### config.mk
export PLATFORM = sky130hd
export DESIGN_NAME = vic_top
export DESIGN_NICKNAME = d
export VERILOG_FILES = /design/src/rtl/vic_pkg.sv /design/src/rtl/vic_arb_if.sv /design/src/rtl/vic_prio.sv /design/src/rtl/vic_top.sv
export VERILOG_INCLUDE_DIRS = /design/src /design/src/rtl
export SDC_FILE = /design/constraint.sdc
export NUM_CORES = 1
export LEC_CHECK = 0
export ABC_AREA = 1
export BUFFER_PORTS_ARGS = -buffer_cell sky130_fd_sc_hd__buf_2
export CORE_MARGIN = 5
export CORE_UTILIZATION = 40
export CTS_CLUSTER_SIZE = 30
export DETAILED_ROUTE_END_ITERATION = 12
export PLACE_DENSITY = 0.64
export SETUP_SLACK_MARGIN = 0.2
export SLEW_MARGIN = 5
export SYNTH_ARGS = -nofsm -noshare
export SYNTH_HDL_FRONTEND = slang
export SYNTH_HIERARCHICAL = 1
export SYNTH_SLANG_ARGS = --single-unit
### constraint.sdc
create_clock -name i_clock -period 2.8 [get_ports i_clock]
set_input_delay 0.28 -clock i_clock [delete_from_list [all_inputs] [get_ports i_clock]]
set_output_delay 0.28 -clock i_clock [all_outputs]
set_load 0.01 [all_outputs]
### src/rtl/vic_map.svh
/*
 Address map, reset values, field positions and vector addresses of the
 interrupt controller. Assumes a 16-bit register address space.
*/
`ifndef VIC_MAP_SVH
`define VIC_MAP_SVH
`define VIC_A_REQ_LO 16'hffe0
`define VIC_A_REQ_HI 16'hffe1
`define VIC_A_MSK_LO 16'hffe4
`define VIC_A_MSK_HI 16'hffe5
`define VIC_A_EDG_LO 16'hffec
`define VIC_A_EDG_HI 16'hffed
`define VIC_A_KEY 16'hfff5
`define VIC_A_PSW 16'hfffe
`define VIC_A_SAVED 16'hfffd
`define VIC_RST_REQ 8'h00
`define VIC_RST_MSK 8'hff
`define VIC_RST_EDG 8'h00
`define VIC_RST_KEY 8'h00
`define VIC_RST_PSW 8'h02
`define VIC_IE_BIT 7
`define VIC_NSRC 14
`define VIC_NPIN 4
`define VIC_NKEY 4
`define VIC_VEC_NMI 16'h0004
`define VIC_VEC_PIN0 16'h0006
`define VIC_VEC_SRX 16'h000e
`define VIC_VEC_STX 16'h0012
`define VIC_LVL_PIN0 4'h1
`define VIC_LVL_SRX 4'h5
`define VIC_LVL_STX 4'h6
`endif

### src/rtl/vic_pkg.sv
/*
 Types shared by the interrupt controller modules.
 Assumes the map header supplies the numbers.
*/
package vic_pkg;
  typedef logic [3:0] vic_lvl_t;
  typedef logic [13:0] vic_src_t;
  typedef enum logic [1:0] {
    VIC_EDGE_FALL = 2'h0,
    VIC_EDGE_RISE = 2'h1,
    VIC_EDGE_BAD = 2'h2,
    VIC_EDGE_BOTH = 2'h3
  } vic_edge_t;
endpackage : vic_pkg

### src/rtl/vic_arb_if.sv
/*
 Carrier between the controller and its priority selector.
 Assumes one clock domain; the selector is purely combinational.
*/
`timescale 1ns/1ps
interface vic_arb_if;
  vic_pkg::vic_src_t pending;
  logic valid;
  vic_pkg::vic_lvl_t level;
  modport ctl (output pending, input valid, input level);
  modport arb (input pending, output valid, output level);
endinterface : vic_arb_if

### src/rtl/vic_prio.sv
/*
 Fixed priority selector: the lowest pending level wins.
 Assumes the pending vector is already masked; global enable is applied after selection.
*/
`timescale 1ns/1ps
module vic_prio (
  vic_arb_if.arb arb
);
  always_comb begin
    arb.valid = 1'b0;
    arb.level = 4'h0;
    for (int i = 13; i >= 0; i--) begin
      if (arb.pending[i]) begin
        arb.valid = 1'b1;
        arb.level = 4'(i);
      end
    end
  end
endmodule : vic_prio

### src/rtl/vic_top.sv
/*
 Vectored interrupt controller: request and mask flags, edge detection for
 pins and key return, global enable, fixed priority, vector output to the
 CPU core and standby release. Assumes source pulses from on-chip logic are
 one cycle wide on i_clock; pins are asynchronous and get synchronised.
*/
// The register addresses and the address-and-strobe port were chosen for this implementation.
// Operation
// - Non-maskable request is taken unconditionally and always beats maskable ones.
// - Watchdog overflow in mode 1 is the non-maskable source, vector 0004H.
// - Watchdog overflow in interval mode is maskable at level 0.
// - Each maskable request has its mask; every unmasked request raises standby release.
// - Simultaneous maskable requests are served in level order, 0 first.
// - Pin edges take levels 1 to 4, vectors 0006H to 000CH.
// - Serial receive end, either mode, is level 5, vector 000EH, one flag pair.
// - Serial transmit end is level 6, vector 0012H.
// - Timer matches use vectors 0016H, 0018H, 001AH at levels 8, 9, 10.
// - Conversion end is level 11, vector 001CH.
// - Key return is level 13, vector 0020H.
// - Fifteen sources in all, counting both watchdog forms.
// - Each maskable request has its own request and mask bit, serial receive shares one.
// - Global enable in the status word gates every maskable request.
// - Two edge select registers and one key return select register exist.
// - Flag set by its source, cleared on acceptance or reset; reset gives 00H.
// - Mask 0 enables, 1 disables; reset sets every mask bit.
// - On acceptance the status word is saved and global enable is cleared.
// - Edge field 00 falling, 01 rising, 11 both, 10 prohibited.
`timescale 1ns/1ps
`include "vic_map.svh"
module vic_top #(
  parameter int NPIN = `VIC_NPIN,
  parameter int NKEY = `VIC_NKEY
) (
  // Clock and reset
  input wire logic i_clock,
  input wire logic i_nrst,
  // Register port
  input wire logic [15:0] i_addr,
  input wire logic [7:0] i_wdata,
  input wire logic i_wr,
  input wire logic i_rd,
  output logic [7:0] o_rdata,
  // Watchdog
  input wire logic i_watchdog_overflow_irq,
  input wire logic i_wdt_mode1,
  // External pins
  input wire logic [NPIN-1:0] i_pin_edge_irq,
  input wire logic [NKEY-1:0] i_key_pin,
  // On-chip source pulses
  input wire logic i_serial_rx_done_irq,
  input wire logic i_serial_3wire_done_irq,
  input wire logic i_serial_tx_done_irq,
  input wire logic i_interval_tick_irq,
  input wire logic i_timer16_match_irq,
  input wire logic i_timer8a_match_irq,
  input wire logic i_timer8b_match_irq,
  input wire logic i_adc_done_irq,
  input wire logic i_watch_tick_irq,
  // CPU core
  input wire logic i_ack,
  output logic o_irq_req,
  output logic o_nmi,
  output logic [15:0] o_vector,
  output logic [7:0] o_psw_saved,
  output logic o_standby_release
);
  // The edge select layout serves exactly four pins; key detection folds at most eight.
  if (NPIN != 4 || NKEY < 1 || NKEY > 8) begin : g_bad_param
    $error("vic_top: unsupported pin count");
  end

  function automatic logic [15:0] vec_of(input vic_pkg::vic_lvl_t lvl);
    logic [15:0] v;
    v = `VIC_VEC_NMI;
    if (lvl >= `VIC_LVL_STX) begin
      v = `VIC_VEC_STX + 16'({lvl - `VIC_LVL_STX, 1'b0});
    end else if (lvl == `VIC_LVL_SRX) begin
      v = `VIC_VEC_SRX;
    end else if (lvl >= `VIC_LVL_PIN0) begin
      v = `VIC_VEC_PIN0 + 16'({lvl - `VIC_LVL_PIN0, 1'b0});
    end
    return v;
  endfunction : vec_of

  function automatic logic edge_hit(input logic [1:0] sel, input logic cur,
                                    input logic prev);
    logic h;
    unique case (vic_pkg::vic_edge_t'(sel))
      vic_pkg::VIC_EDGE_FALL: h = prev & ~cur;
      vic_pkg::VIC_EDGE_RISE: h = ~prev & cur;
      vic_pkg::VIC_EDGE_BOTH: h = prev ^ cur;
      vic_pkg::VIC_EDGE_BAD: h = 1'b0;
    endcase
    return h;
  endfunction : edge_hit

  logic [1:0] rst_sync_reg;
  logic rst_n;
  always_ff @(posedge i_clock or negedge i_nrst) begin
    if (!i_nrst) begin
      rst_sync_reg <= 2'h0;
    end else begin
      rst_sync_reg <= {rst_sync_reg[0], 1'b1};
    end
  end
  assign rst_n = rst_sync_reg[1];

  // Pins pass two flip-flops; a third stage holds the previous level.
  logic [NPIN-1:0] pin_s1_reg, pin_s2_reg, pin_old_reg;
  logic [NKEY-1:0] key_s1_reg, key_s2_reg;
  logic key_old_reg;
  always_ff @(posedge i_clock or negedge rst_n) begin
    if (!rst_n) begin
      pin_s1_reg <= '0;
      pin_s2_reg <= '0;
      pin_old_reg <= '0;
      key_s1_reg <= '1;
      key_s2_reg <= '1;
      key_old_reg <= 1'b1;
    end else begin
      pin_s1_reg <= i_pin_edge_irq;
      pin_s2_reg <= pin_s1_reg;
      pin_old_reg <= pin_s2_reg;
      key_s1_reg <= i_key_pin;
      key_s2_reg <= key_s1_reg;
      key_old_reg <= &key_s2_reg;
    end
  end

  logic [7:0] req_lo, req_hi, msk_lo, msk_hi;
  logic [7:0] edge_lo_reg, edge_hi_reg, key_sel_reg, psw_reg;
  vic_pkg::vic_src_t req_flag_reg, msk_flag_reg, hit, sw_set, sw_clr;
  vic_pkg::vic_src_t hw_clr;
  logic nmi_flag_reg;
  logic [NPIN-1:0] pin_hit;
  logic wdt_nmi_hit, key_hit, ie;

  genvar g;
  generate
    for (g = 0; g < NPIN; g++) begin : g_pin
      logic [1:0] sel;
      if (g == NPIN - 1) begin : g_hi
        assign sel = edge_hi_reg[1:0];
      end else begin : g_lo
        assign sel = edge_lo_reg[2*g+2 +: 2];
      end
      assign pin_hit[g] = edge_hit(sel, pin_s2_reg[g], pin_old_reg[g]);
    end
  endgenerate

  // A low level on any selected key pin masks edges on the others.
  assign key_hit = key_sel_reg[0] & key_old_reg & ~(&key_s2_reg);
  assign wdt_nmi_hit = i_watchdog_overflow_irq & i_wdt_mode1;

  assign hit = {
    key_hit,
    i_watch_tick_irq,
    i_adc_done_irq,
    i_timer8b_match_irq,
    i_timer8a_match_irq,
    i_timer16_match_irq,
    i_interval_tick_irq,
    i_serial_tx_done_irq,
    i_serial_rx_done_irq | i_serial_3wire_done_irq,
    pin_hit,
    i_watchdog_overflow_irq & ~i_wdt_mode1
  };

  assign req_lo = {req_flag_reg[6], 1'b0, req_flag_reg[5:0]};
  assign req_hi = {1'b0, req_flag_reg[13:7]};
  assign msk_lo = {msk_flag_reg[6], 1'b1, msk_flag_reg[5:0]};
  assign msk_hi = {1'b1, msk_flag_reg[13:7]};
  assign ie = psw_reg[`VIC_IE_BIT];

  vic_arb_if arb_if ();
  vic_prio vic_prio_inst (
    .arb(arb_if.arb)
  );
  assign arb_if.pending = req_flag_reg & ~msk_flag_reg;

  logic serve_nmi, serve_mask, accept;
  assign serve_nmi = nmi_flag_reg;
  assign serve_mask = arb_if.valid & ie & ~nmi_flag_reg;
  assign accept = i_ack & o_irq_req;

  // Held copy of what the core sees, so the ack clears exactly that flag.
  logic held_nmi_reg;
  vic_pkg::vic_lvl_t held_lvl_reg;

  always_comb begin
    sw_set = '0;
    sw_clr = '0;
    if (i_wr && i_addr == `VIC_A_REQ_LO) begin
      sw_set[6:0] = {i_wdata[7], i_wdata[5:0]};
      sw_clr[6:0] = ~{i_wdata[7], i_wdata[5:0]};
    end else if (i_wr && i_addr == `VIC_A_REQ_HI) begin
      sw_set[13:7] = i_wdata[6:0];
      sw_clr[13:7] = ~i_wdata[6:0];
    end
    hw_clr = '0;
    if (accept && !held_nmi_reg) begin
      hw_clr[held_lvl_reg] = 1'b1;
    end
  end

  // Request flags: a source event in the clearing cycle wins.
  always_ff @(posedge i_clock or negedge rst_n) begin
    if (!rst_n) begin
      req_flag_reg <= {2{7'(`VIC_RST_REQ)}};
    end else begin
      req_flag_reg <= ((req_flag_reg & ~sw_clr & ~hw_clr) | sw_set) | hit;
    end
  end

  always_ff @(posedge i_clock or negedge rst_n) begin
    if (!rst_n) begin
      nmi_flag_reg <= 1'b0;
    end else if (wdt_nmi_hit) begin
      nmi_flag_reg <= 1'b1;
    end else if (accept && held_nmi_reg) begin
      nmi_flag_reg <= 1'b0;
    end
  end

  always_ff @(posedge i_clock or negedge rst_n) begin
    if (!rst_n) begin
      msk_flag_reg <= {2{7'(`VIC_RST_MSK)}};
    end else if (i_wr && i_addr == `VIC_A_MSK_LO) begin
      msk_flag_reg[6:0] <= {i_wdata[7], i_wdata[5:0]};
    end else if (i_wr && i_addr == `VIC_A_MSK_HI) begin
      msk_flag_reg[13:7] <= i_wdata[6:0];
    end
  end

  always_ff @(posedge i_clock or negedge rst_n) begin
    if (!rst_n) begin
      edge_lo_reg <= `VIC_RST_EDG;
      edge_hi_reg <= `VIC_RST_EDG;
      key_sel_reg <= `VIC_RST_KEY;
    end else if (i_wr) begin
      if (i_addr == `VIC_A_EDG_LO) begin
        edge_lo_reg <= {i_wdata[7:2], 2'h0};
      end
      if (i_addr == `VIC_A_EDG_HI) begin
        edge_hi_reg <= {6'h0, i_wdata[1:0]};
      end
      if (i_addr == `VIC_A_KEY) begin
        key_sel_reg <= {7'h0, i_wdata[0]};
      end
    end
  end

  // Acceptance beats a software write to the status word in the same cycle.
  always_ff @(posedge i_clock or negedge rst_n) begin
    if (!rst_n) begin
      psw_reg <= `VIC_RST_PSW;
      o_psw_saved <= `VIC_RST_PSW;
    end else if (accept) begin
      o_psw_saved <= psw_reg;
      psw_reg[`VIC_IE_BIT] <= 1'b0;
    end else if (i_wr && i_addr == `VIC_A_PSW) begin
      psw_reg <= i_wdata;
    end
  end

  always_ff @(posedge i_clock or negedge rst_n) begin
    if (!rst_n) begin
      o_irq_req <= 1'b0;
      o_nmi <= 1'b0;
      o_vector <= `VIC_VEC_NMI;
      held_nmi_reg <= 1'b0;
      held_lvl_reg <= 4'h0;
    end else begin
      o_irq_req <= (serve_nmi | serve_mask) & ~accept;
      // Dropped with the request on acceptance, so it never outlives the presentation.
      o_nmi <= serve_nmi & ~accept;
      held_nmi_reg <= serve_nmi;
      held_lvl_reg <= arb_if.level;
      o_vector <= serve_nmi ? `VIC_VEC_NMI : vec_of(arb_if.level);
    end
  end

  always_ff @(posedge i_clock or negedge rst_n) begin
    if (!rst_n) begin
      o_standby_release <= 1'b0;
    end else begin
      o_standby_release <= nmi_flag_reg | (|arb_if.pending);
    end
  end

  always_ff @(posedge i_clock or negedge rst_n) begin
    if (!rst_n) begin
      o_rdata <= 8'h00;
    end else if (i_rd) begin
      unique case (i_addr)
        `VIC_A_REQ_LO: o_rdata <= req_lo;
        `VIC_A_REQ_HI: o_rdata <= req_hi;
        `VIC_A_MSK_LO: o_rdata <= msk_lo;
        `VIC_A_MSK_HI: o_rdata <= msk_hi;
        `VIC_A_EDG_LO: o_rdata <= edge_lo_reg;
        `VIC_A_EDG_HI: o_rdata <= edge_hi_reg;
        `VIC_A_KEY: o_rdata <= key_sel_reg;
        `VIC_A_PSW: o_rdata <= psw_reg;
        `VIC_A_SAVED: o_rdata <= o_psw_saved;
        default: o_rdata <= 8'h00;
      endcase
    end else begin
      o_rdata <= 8'h00;
    end
  end
endmodule : vic_top

==> results of run 1 <==
## power by group through the flow
stage / clock network [W] / logic (W) / registers (W)
after floorplan: 0 / 0.000358 / 0.00160
after global placement: 0 / 0.000552 / 0.00159
after detailed placement: 0 / 0.000569 / 0.00160
after CTS: 0.00128 / 0.000584 / 0.00158
after global routing: 0.00135 / 0.000696 / 0.00159
final: 0.00125 / 0.000636 / 0.00157
## final cells by class
cell class	count	area, um^2
well taps	176	220
clock buffers	9	225
multi-input cells	426	2470
inverters	92	347
fillers	1276	6840
flip-flops and latches	98	2490
repair buffers	82	464
clock inverters	7	81.3
## routing by layer
layer	up-vias	routed length, um	track usage (%)
met5	-	0	0
met4	0	273	6.51
met3	22	986	4.82
met2	164	6210	26.1
met1	2071	6170	25.1
li1	2148	-	-
## path summary, 6_finish.rpt
check / slack (ns) / depth (start not counted) / to / from
hold reg to reg: 0.32 / 0 / edge_hi_reg[1] / rst_sync_reg[1]
max in group asynchronous: 1.74 / 1 / o_psw_saved[1] / rst_sync_reg[1]
min in group asynchronous: 0.23 / 2 / rst_sync_reg[1] / i_nrst
setup reg to reg: 0.34 / 16 / o_vector[3] / req_flag_reg[5]
setup / recovery: 0.34 / 16 / o_vector[3] / req_flag_reg[5]
hold / removal: 0.02 / 1 / key_s1_reg[3] / i_key_pin[3]
## metrics by stage
step                setup slack (ns)  instances
CTS                            0.182        887
detailed placement             0.162        869
floorplan                      0.291        635
global placement               0.268        869
global route                   0.150        890
finish                         0.336        890
## cells by family (layout without fill, tap and decap cells)
kind of cell               count (synthesis)  in the layout  share of synthesized area (%)
and+or+nand+nor                          309            309                           28.2
buffers and inverters                    111            190                           9.32
DFF                                       98             98                           46.9
AOI/OAI and AO/OA                         77             77                           9.35
adders and majority gates                 15             15                           3.54
muxes                                      8              8                           1.70
xor gates and xnor gates                   5              5                          0.826
other                                      2             12                          0.142
## worst reg2reg max path, delay by kind of cell, from the launching register on
kind | cells | cell delay (ns)
AO/OA/AOI/OAI | 2 | 0.32
XOR/XNOR | 2 | 0.43
adder cells (fa/ha/maj) | 1 | 0.21
buffers and inverters | 5 | 0.42
flip-flops | 1 | 0.42
AND/OR/NAND/NOR | 6 | 0.54
## cell usage after synthesis, types with 2 or more instances
| cell | n |
|---|---|
| nor2_2 | 7 |
| buf_2 | 4 |
| nand2_4 | 3 |
| ha_1 | 15 |
| xor2_1 | 3 |
| nor2_8 | 2 |
| conb_1 | 2 |
| o211ai_1 | 7 |
| nand2_2 | 10 |
| nand3_4 | 2 |
| nor3_2 | 2 |
| buf_6 | 4 |
| xnor2_1 | 2 |
| o21ai_1 | 13 |
| a31oi_1 | 3 |
| inv_1 | 86 |
| mux2_2 | 8 |
| nor2_1 | 64 |
| a21oi_1 | 14 |
| nor3_1 | 8 |
| dfstp_2 | 26 |
| o311ai_0 | 6 |
| o21ai_2 | 15 |
| nor4_2 | 2 |
| nand3_1 | 37 |
| nand3b_1 | 6 |
| or2_2 | 2 |
| buf_4 | 11 |
| nor2_4 | 7 |
| inv_2 | 5 |
| nor4_1 | 3 |
| dfrtp_1 | 72 |
| nand4_1 | 10 |
| o21ai_0 | 15 |
| nand2_1 | 141 |
## timing repair
item	CTS	global route
hold buffers	2	2
hold endpoints to repair	3	2
resized for setup	4	31
cloned	0	0
endpoints found under the setup margin	3	5
setup buffers	0	1
pin swaps	2	8
==> impl_metrics.toml, run 1 <==
[run_status]
status = "completed"

[synth]
ys_types = 43
synth_area_mm2 = 0.00530
syn-instance-count = 625
yosysTopAreaCellShare_pct = 34.0
yosysSeqAreaShare_pct = 46.9
async_reset_ff_share_pct = 100
synth_area_leaders = "dfrtp_1 34%, dfstp_2 13%, nand2_1 10%"
synth_top_cell_by_area = "dfrtp_1"
syn_area_per_cell_um2 = 8.48
synth_flop_cell = "dfrtp_1"
synth-seq-cells = 98
synth_edf_count = 0
yosys_warnings = 6

[finish]
area_growth_pct = 18.8
post_route_cells_drive_above_1_share_pct = 30.1
diodes = 0
fin_util_pct = 47.9
final_common_cell = "nand2_1"
nets = 772
fin_area_mm2 = 0.00630
mostFrequentLayoutCells = "141 x nand2_1, 82 x inv_1, 71 x dfrtp_1, 71 x buf_2, 53 x nor2_1"

[timing]
setup_viol = 0
worst_pin_slew_ns = 0.658
clock-skew-final_ns = 0.0116
finalSetupTns_ns = 0
relSlewSlack_pct = 56.0
max_freq_mhz = 406
finalCritPeriodShare_pct = 88.0
whs_ns = 0.0183
fin_crit_ns = 2.46
hold_violations = 0
grt_setup_unrepaired = "true"
finalMaxSlewViolations = 0

[drt]
ant_nets = 0
wire_per_inst_um = 15.3
drc_errors = 0
viasPerCell = 4.95
drt_iter0_markers = 297
vias = 4405
drt_pre_antenna_iters = 5
wl_mm = 13.6

[placement]
gp_congestion = 0.894
numPortBuffers = 71
hpwl_mm = 10.5
post_dp_cell_area_mm2 = 0.00583

[grt]
grt_max_degree = 57
grt_util_all_layers_pct = 17.7
grt_pass1_vias = 4274
grt_overflow = 0
grt_pass1_wl_mm = 22.2
antenna_found_initial = 0

[pwr]
p_leak_nw = 3.13
powerDensity_mw_per_mm2 = 549
swShare_pct = 31.4
seqPwrFrac_pct = 45.5
combPwrFrac_pct = 18.4
intPower_w = 0.00237
total_power_w = 0.00346
ir_drop_v = 0.000417
netSwitchingPower_w = 0.00109
clkPwrFrac_pct = 36.2

[clock_tree]
root_buffer = "clkbuf_16"
cts_tree = "yes"
clk-insertion-delay-late_ns = 0.36
cts_inserted_buffers = 9
h-tree-depth = 3
clkTransAtPathRegs_ns = 0.08
numClockSinks = 98
clk_path_buf_depth = 2

[worst_setup_path]
startpoint_type = "flip-flop"
crit_slowest_cell = "dfrtp_1"
cp_num_buf_inv = 5
crit_path_max_incr_delay_ns = 0.42
critPathTopFamily = "simple AND/OR/NAND/NOR gates"
crit_path_end_kind = "flip-flop"
cp.arrival_ns = 2.70
required_ns = 3.03
crit_type = "reg -> reg"
cp_max_fo = 4
path_cells = "inv_1 -> or2_2 -> inv_1 -> inv_1 -> nand2_1 -> nand2_1 -> nand2_1 -> nand2_1 -> a21oi_2 -> inv_2 -> ha_2 -> xnor2_2 -> xor2_1 -> inv_1 -> o22ai_1 -> nor2_1"

[floorplan]
start_util_pct = 40.3
pin_count = 83
design.core.area_mm2 = 0.0131
die_h_um = 125
num_rows = 42
die-area_mm2 = 0.0157
fp.dieW_um = 125

[job]
drv_cap = 0

[min_path]
hold_class = "in -> reg"
Note: power is estimated with default switching activity, not from simulation.
==> run 2: changes to the inputs <==
Settings changed: ABC_AREA 1 to not set.
==> run 2 against run 1 <==
Worst setup slack worse by 0.17 ns. Power increased by 10%. Sequential share of layout area is 0.40 points higher. Global-route usage increased by 0.68 points. Via count fell by 13%. Final cell count is 21% lower. Flip-flop and latch count is the same. Design area is 1.0% lower. Clock power up 21%. Combinational power grew 10%.
==> impl_metrics.toml, run 2 <==
[grt]
grt_pass1_vias = 3784
grt_overflow = 0
grt_max_degree = 61
grt_pass1_wl_mm = 20.7
antenna_found_initial = 0
grt_util_all_layers_pct = 18.4

[floorplan]
num_rows = 40
start_util_pct = 41.0
fp.dieW_um = 121
die_h_um = 121
pin_count = 83
die-area_mm2 = 0.0147
design.core.area_mm2 = 0.0121

[synth]
yosys-top-cells-count = "72 x dfrtp_1, 36 x mux2_2, 29 x nand2_1"
synth_flop_cell = "dfrtp_1"
yosysTopAreaCellShare_pct = 36.3
synth_top_family_by_area = "simple AND/OR/NAND/NOR gates"
syn-instance-count = 436
yosys_warnings = 6
synth-simple-area-share_pct = 18.0
yosysMostFrequentCell = "dfrtp_1"
synth_top_cell_by_area = "dfrtp_1"
synth_edf_count = 0
ys_types = 68
yosysSeqAreaShare_pct = 50.1
syn_area_per_cell_um2 = 11.4
synth-seq-cells = 98
synth_fa_ha_area_share_pct = 3.78
async_reset_ff_share_pct = 100
synth_area_mm2 = 0.00496
synth_area_leaders = "dfrtp_1 36%, dfstp_2 14%, mux2_2 8.2%"
synth_compound_area_share_pct = 13.3
synth_xor_area_share_pct = 0.883
muxShareOfSynthArea_pct = 9.63

[finish]
mostFrequentLayoutCells = "71 x dfrtp_1, 71 x buf_2, 36 x mux2_2"
diodes = 0
nets = 597
area_growth_pct = 25.6
post_route_cells_drive_above_1_share_pct = 43.4
finalNonFillerCells = 707

[timing]
setup_ws_ns = 0.170
hold_violations = 0
max_freq_mhz = 380
clock-skew-final_ns = 0.00793
whs_ns = 0.0254
finalSetupTns_ns = 0
finalCritPeriodShare_pct = 93.9
relSlewSlack_pct = 48.5
finalMaxSlewViolations = 0
fin_crit_ns = 2.63
worst_pin_slew_ns = 0.772
setup_viol = 0
grt_setup_unrepaired = "true"

[job]
drv_cap = 0

[placement]
dp_slack_ns = -0.0215
hpwl_mm = 9.96
numPortBuffers = 71
gp_congestion = 0.915
dpl.cell_count = 675

[clock_tree]
clk_path_buf_depth = 2
cts_tree = "yes"
clk-insertion-delay-late_ns = 0.35
numClockSinks = 98
root_buffer = "clkbuf_16"
h-tree-depth = 3
cts_inserted_buffers = 9
clkTransAtPathRegs_ns = 0.06

[drt]
drt_pre_antenna_iters = 5
ant_nets = 0
highest_layer = "met4"
vias = 3836
drc_errors = 0
viasPerCell = 5.43
met3WireLength_um = 821
wire_per_inst_um = 18.8
wl_met2_mm = 6.25
wl_met1_mm = 6.03
drt_iter0_markers = 282
wl_mm = 13.3

[worst_setup_path]
r2r-start = "msk_flag_reg[9]"
cp_max_fo = 5
startpoint_type = "flip-flop"
cp.arrival_ns = 2.85
required_ns = 3.02
r2r_setup_slack_ns = 0.17
rr_worst_depth = 11
reg2reg_to = "o_vector[4]"
crit_type = "reg -> reg"
crit_path_end_kind = "flip-flop"

[pwr]
powerDensity_mw_per_mm2 = 610
p_leak_nw = 2.73
ir_drop_v = 0.000573
total_power_w = 0.00381

[run_status]
status = "completed"

[min_path]
hold_depth = 1
hold_start = "i_key_pin[1]"
holdPathEnd = "key_s1_reg[1]"
hold_class = "in -> reg"
[run 2: per-stage QoR]
stage / instance area (um^2) / util [%]
6_report: 6230 / 51.5
5_1_grt: 6230 / 51.5
4_1_cts: 6080 / 50.2
3_5_place_dp: 5570 / 46.0
3_3_place_gp: 5570 / 46.0
2_1_floorplan: 5050 / -
[run 2: per-layer routing]
metal / vias up / track usage (%)
met5: - / 0
met4: 0 / 5.95
met3: 16 / 4.24
met2: 121 / 28.3
met1: 1908 / 25.7
li1: 1791 / -
[run 2: layout make-up]
class	instances	area, um^2
timing repair buffer	100	608
sequential	98	2490
tap	168	210
clock buffer	11	243
multi-input combinational	310	2500
fill	1094	5880
inverter	15	56.3
clock inverter	5	125
[run 2: worst max path at each step]
stage	startpoint	endpoint	depth (start not counted)	slack, ns
floorplan	msk_flag_reg[12]	o_vector[2]	12	0.07
global placement	req_flag_reg[10]	o_vector[2]	12	0.05
detailed placement	req_flag_reg[10]	o_vector[4]	12	-0.02
CTS	req_flag_reg[4]	o_vector[2]	11	0.20
global route	req_flag_reg[9]	o_vector[1]	12	0.06
finish	msk_flag_reg[9]	o_vector[4]	11	0.17
[run 2: where the power goes]
| group | internal (W) | switching (W) | total, W |
|---|---|---|---|
| registers | 0.00150 | 0.0000960 | 0.00160 |
| logic | 0.000317 | 0.000384 | 0.000701 |
| clock network | 0.000986 | 0.000521 | 0.00151 |
[run 2: worst max-delay path, stage by stage, from the launching register on]
cell	delay (ns)
dfstp_2	0.57
nor2b_4	0.07
o31ai_4	0.24
a211oi_2	0.10
nor3_2	0.30
inv_2	0.14
ha_4	0.21
xnor2_2	0.18
inv_1	0.09
a221o_1	0.33
a31oi_1	0.19
nor2_1	0.07
[run 2: cells by family after synthesis]
logic type,Yosys count
AOI/OAI and AO/OA,98
xor gates and xnor gates,5
adders and majority gates,15
buffers and inverters,38
DFF,98
muxes,43
other,2
and+or+nand+nor,137
[run 2: what timing repair did]
action	4_1_cts	5_1_grt
resized for setup	15	20
endpoints found under the hold margin	2	0
setup buffers	7	8
pin swaps	7	14
endpoints found under the setup margin	4	5
hold buffers	1	0
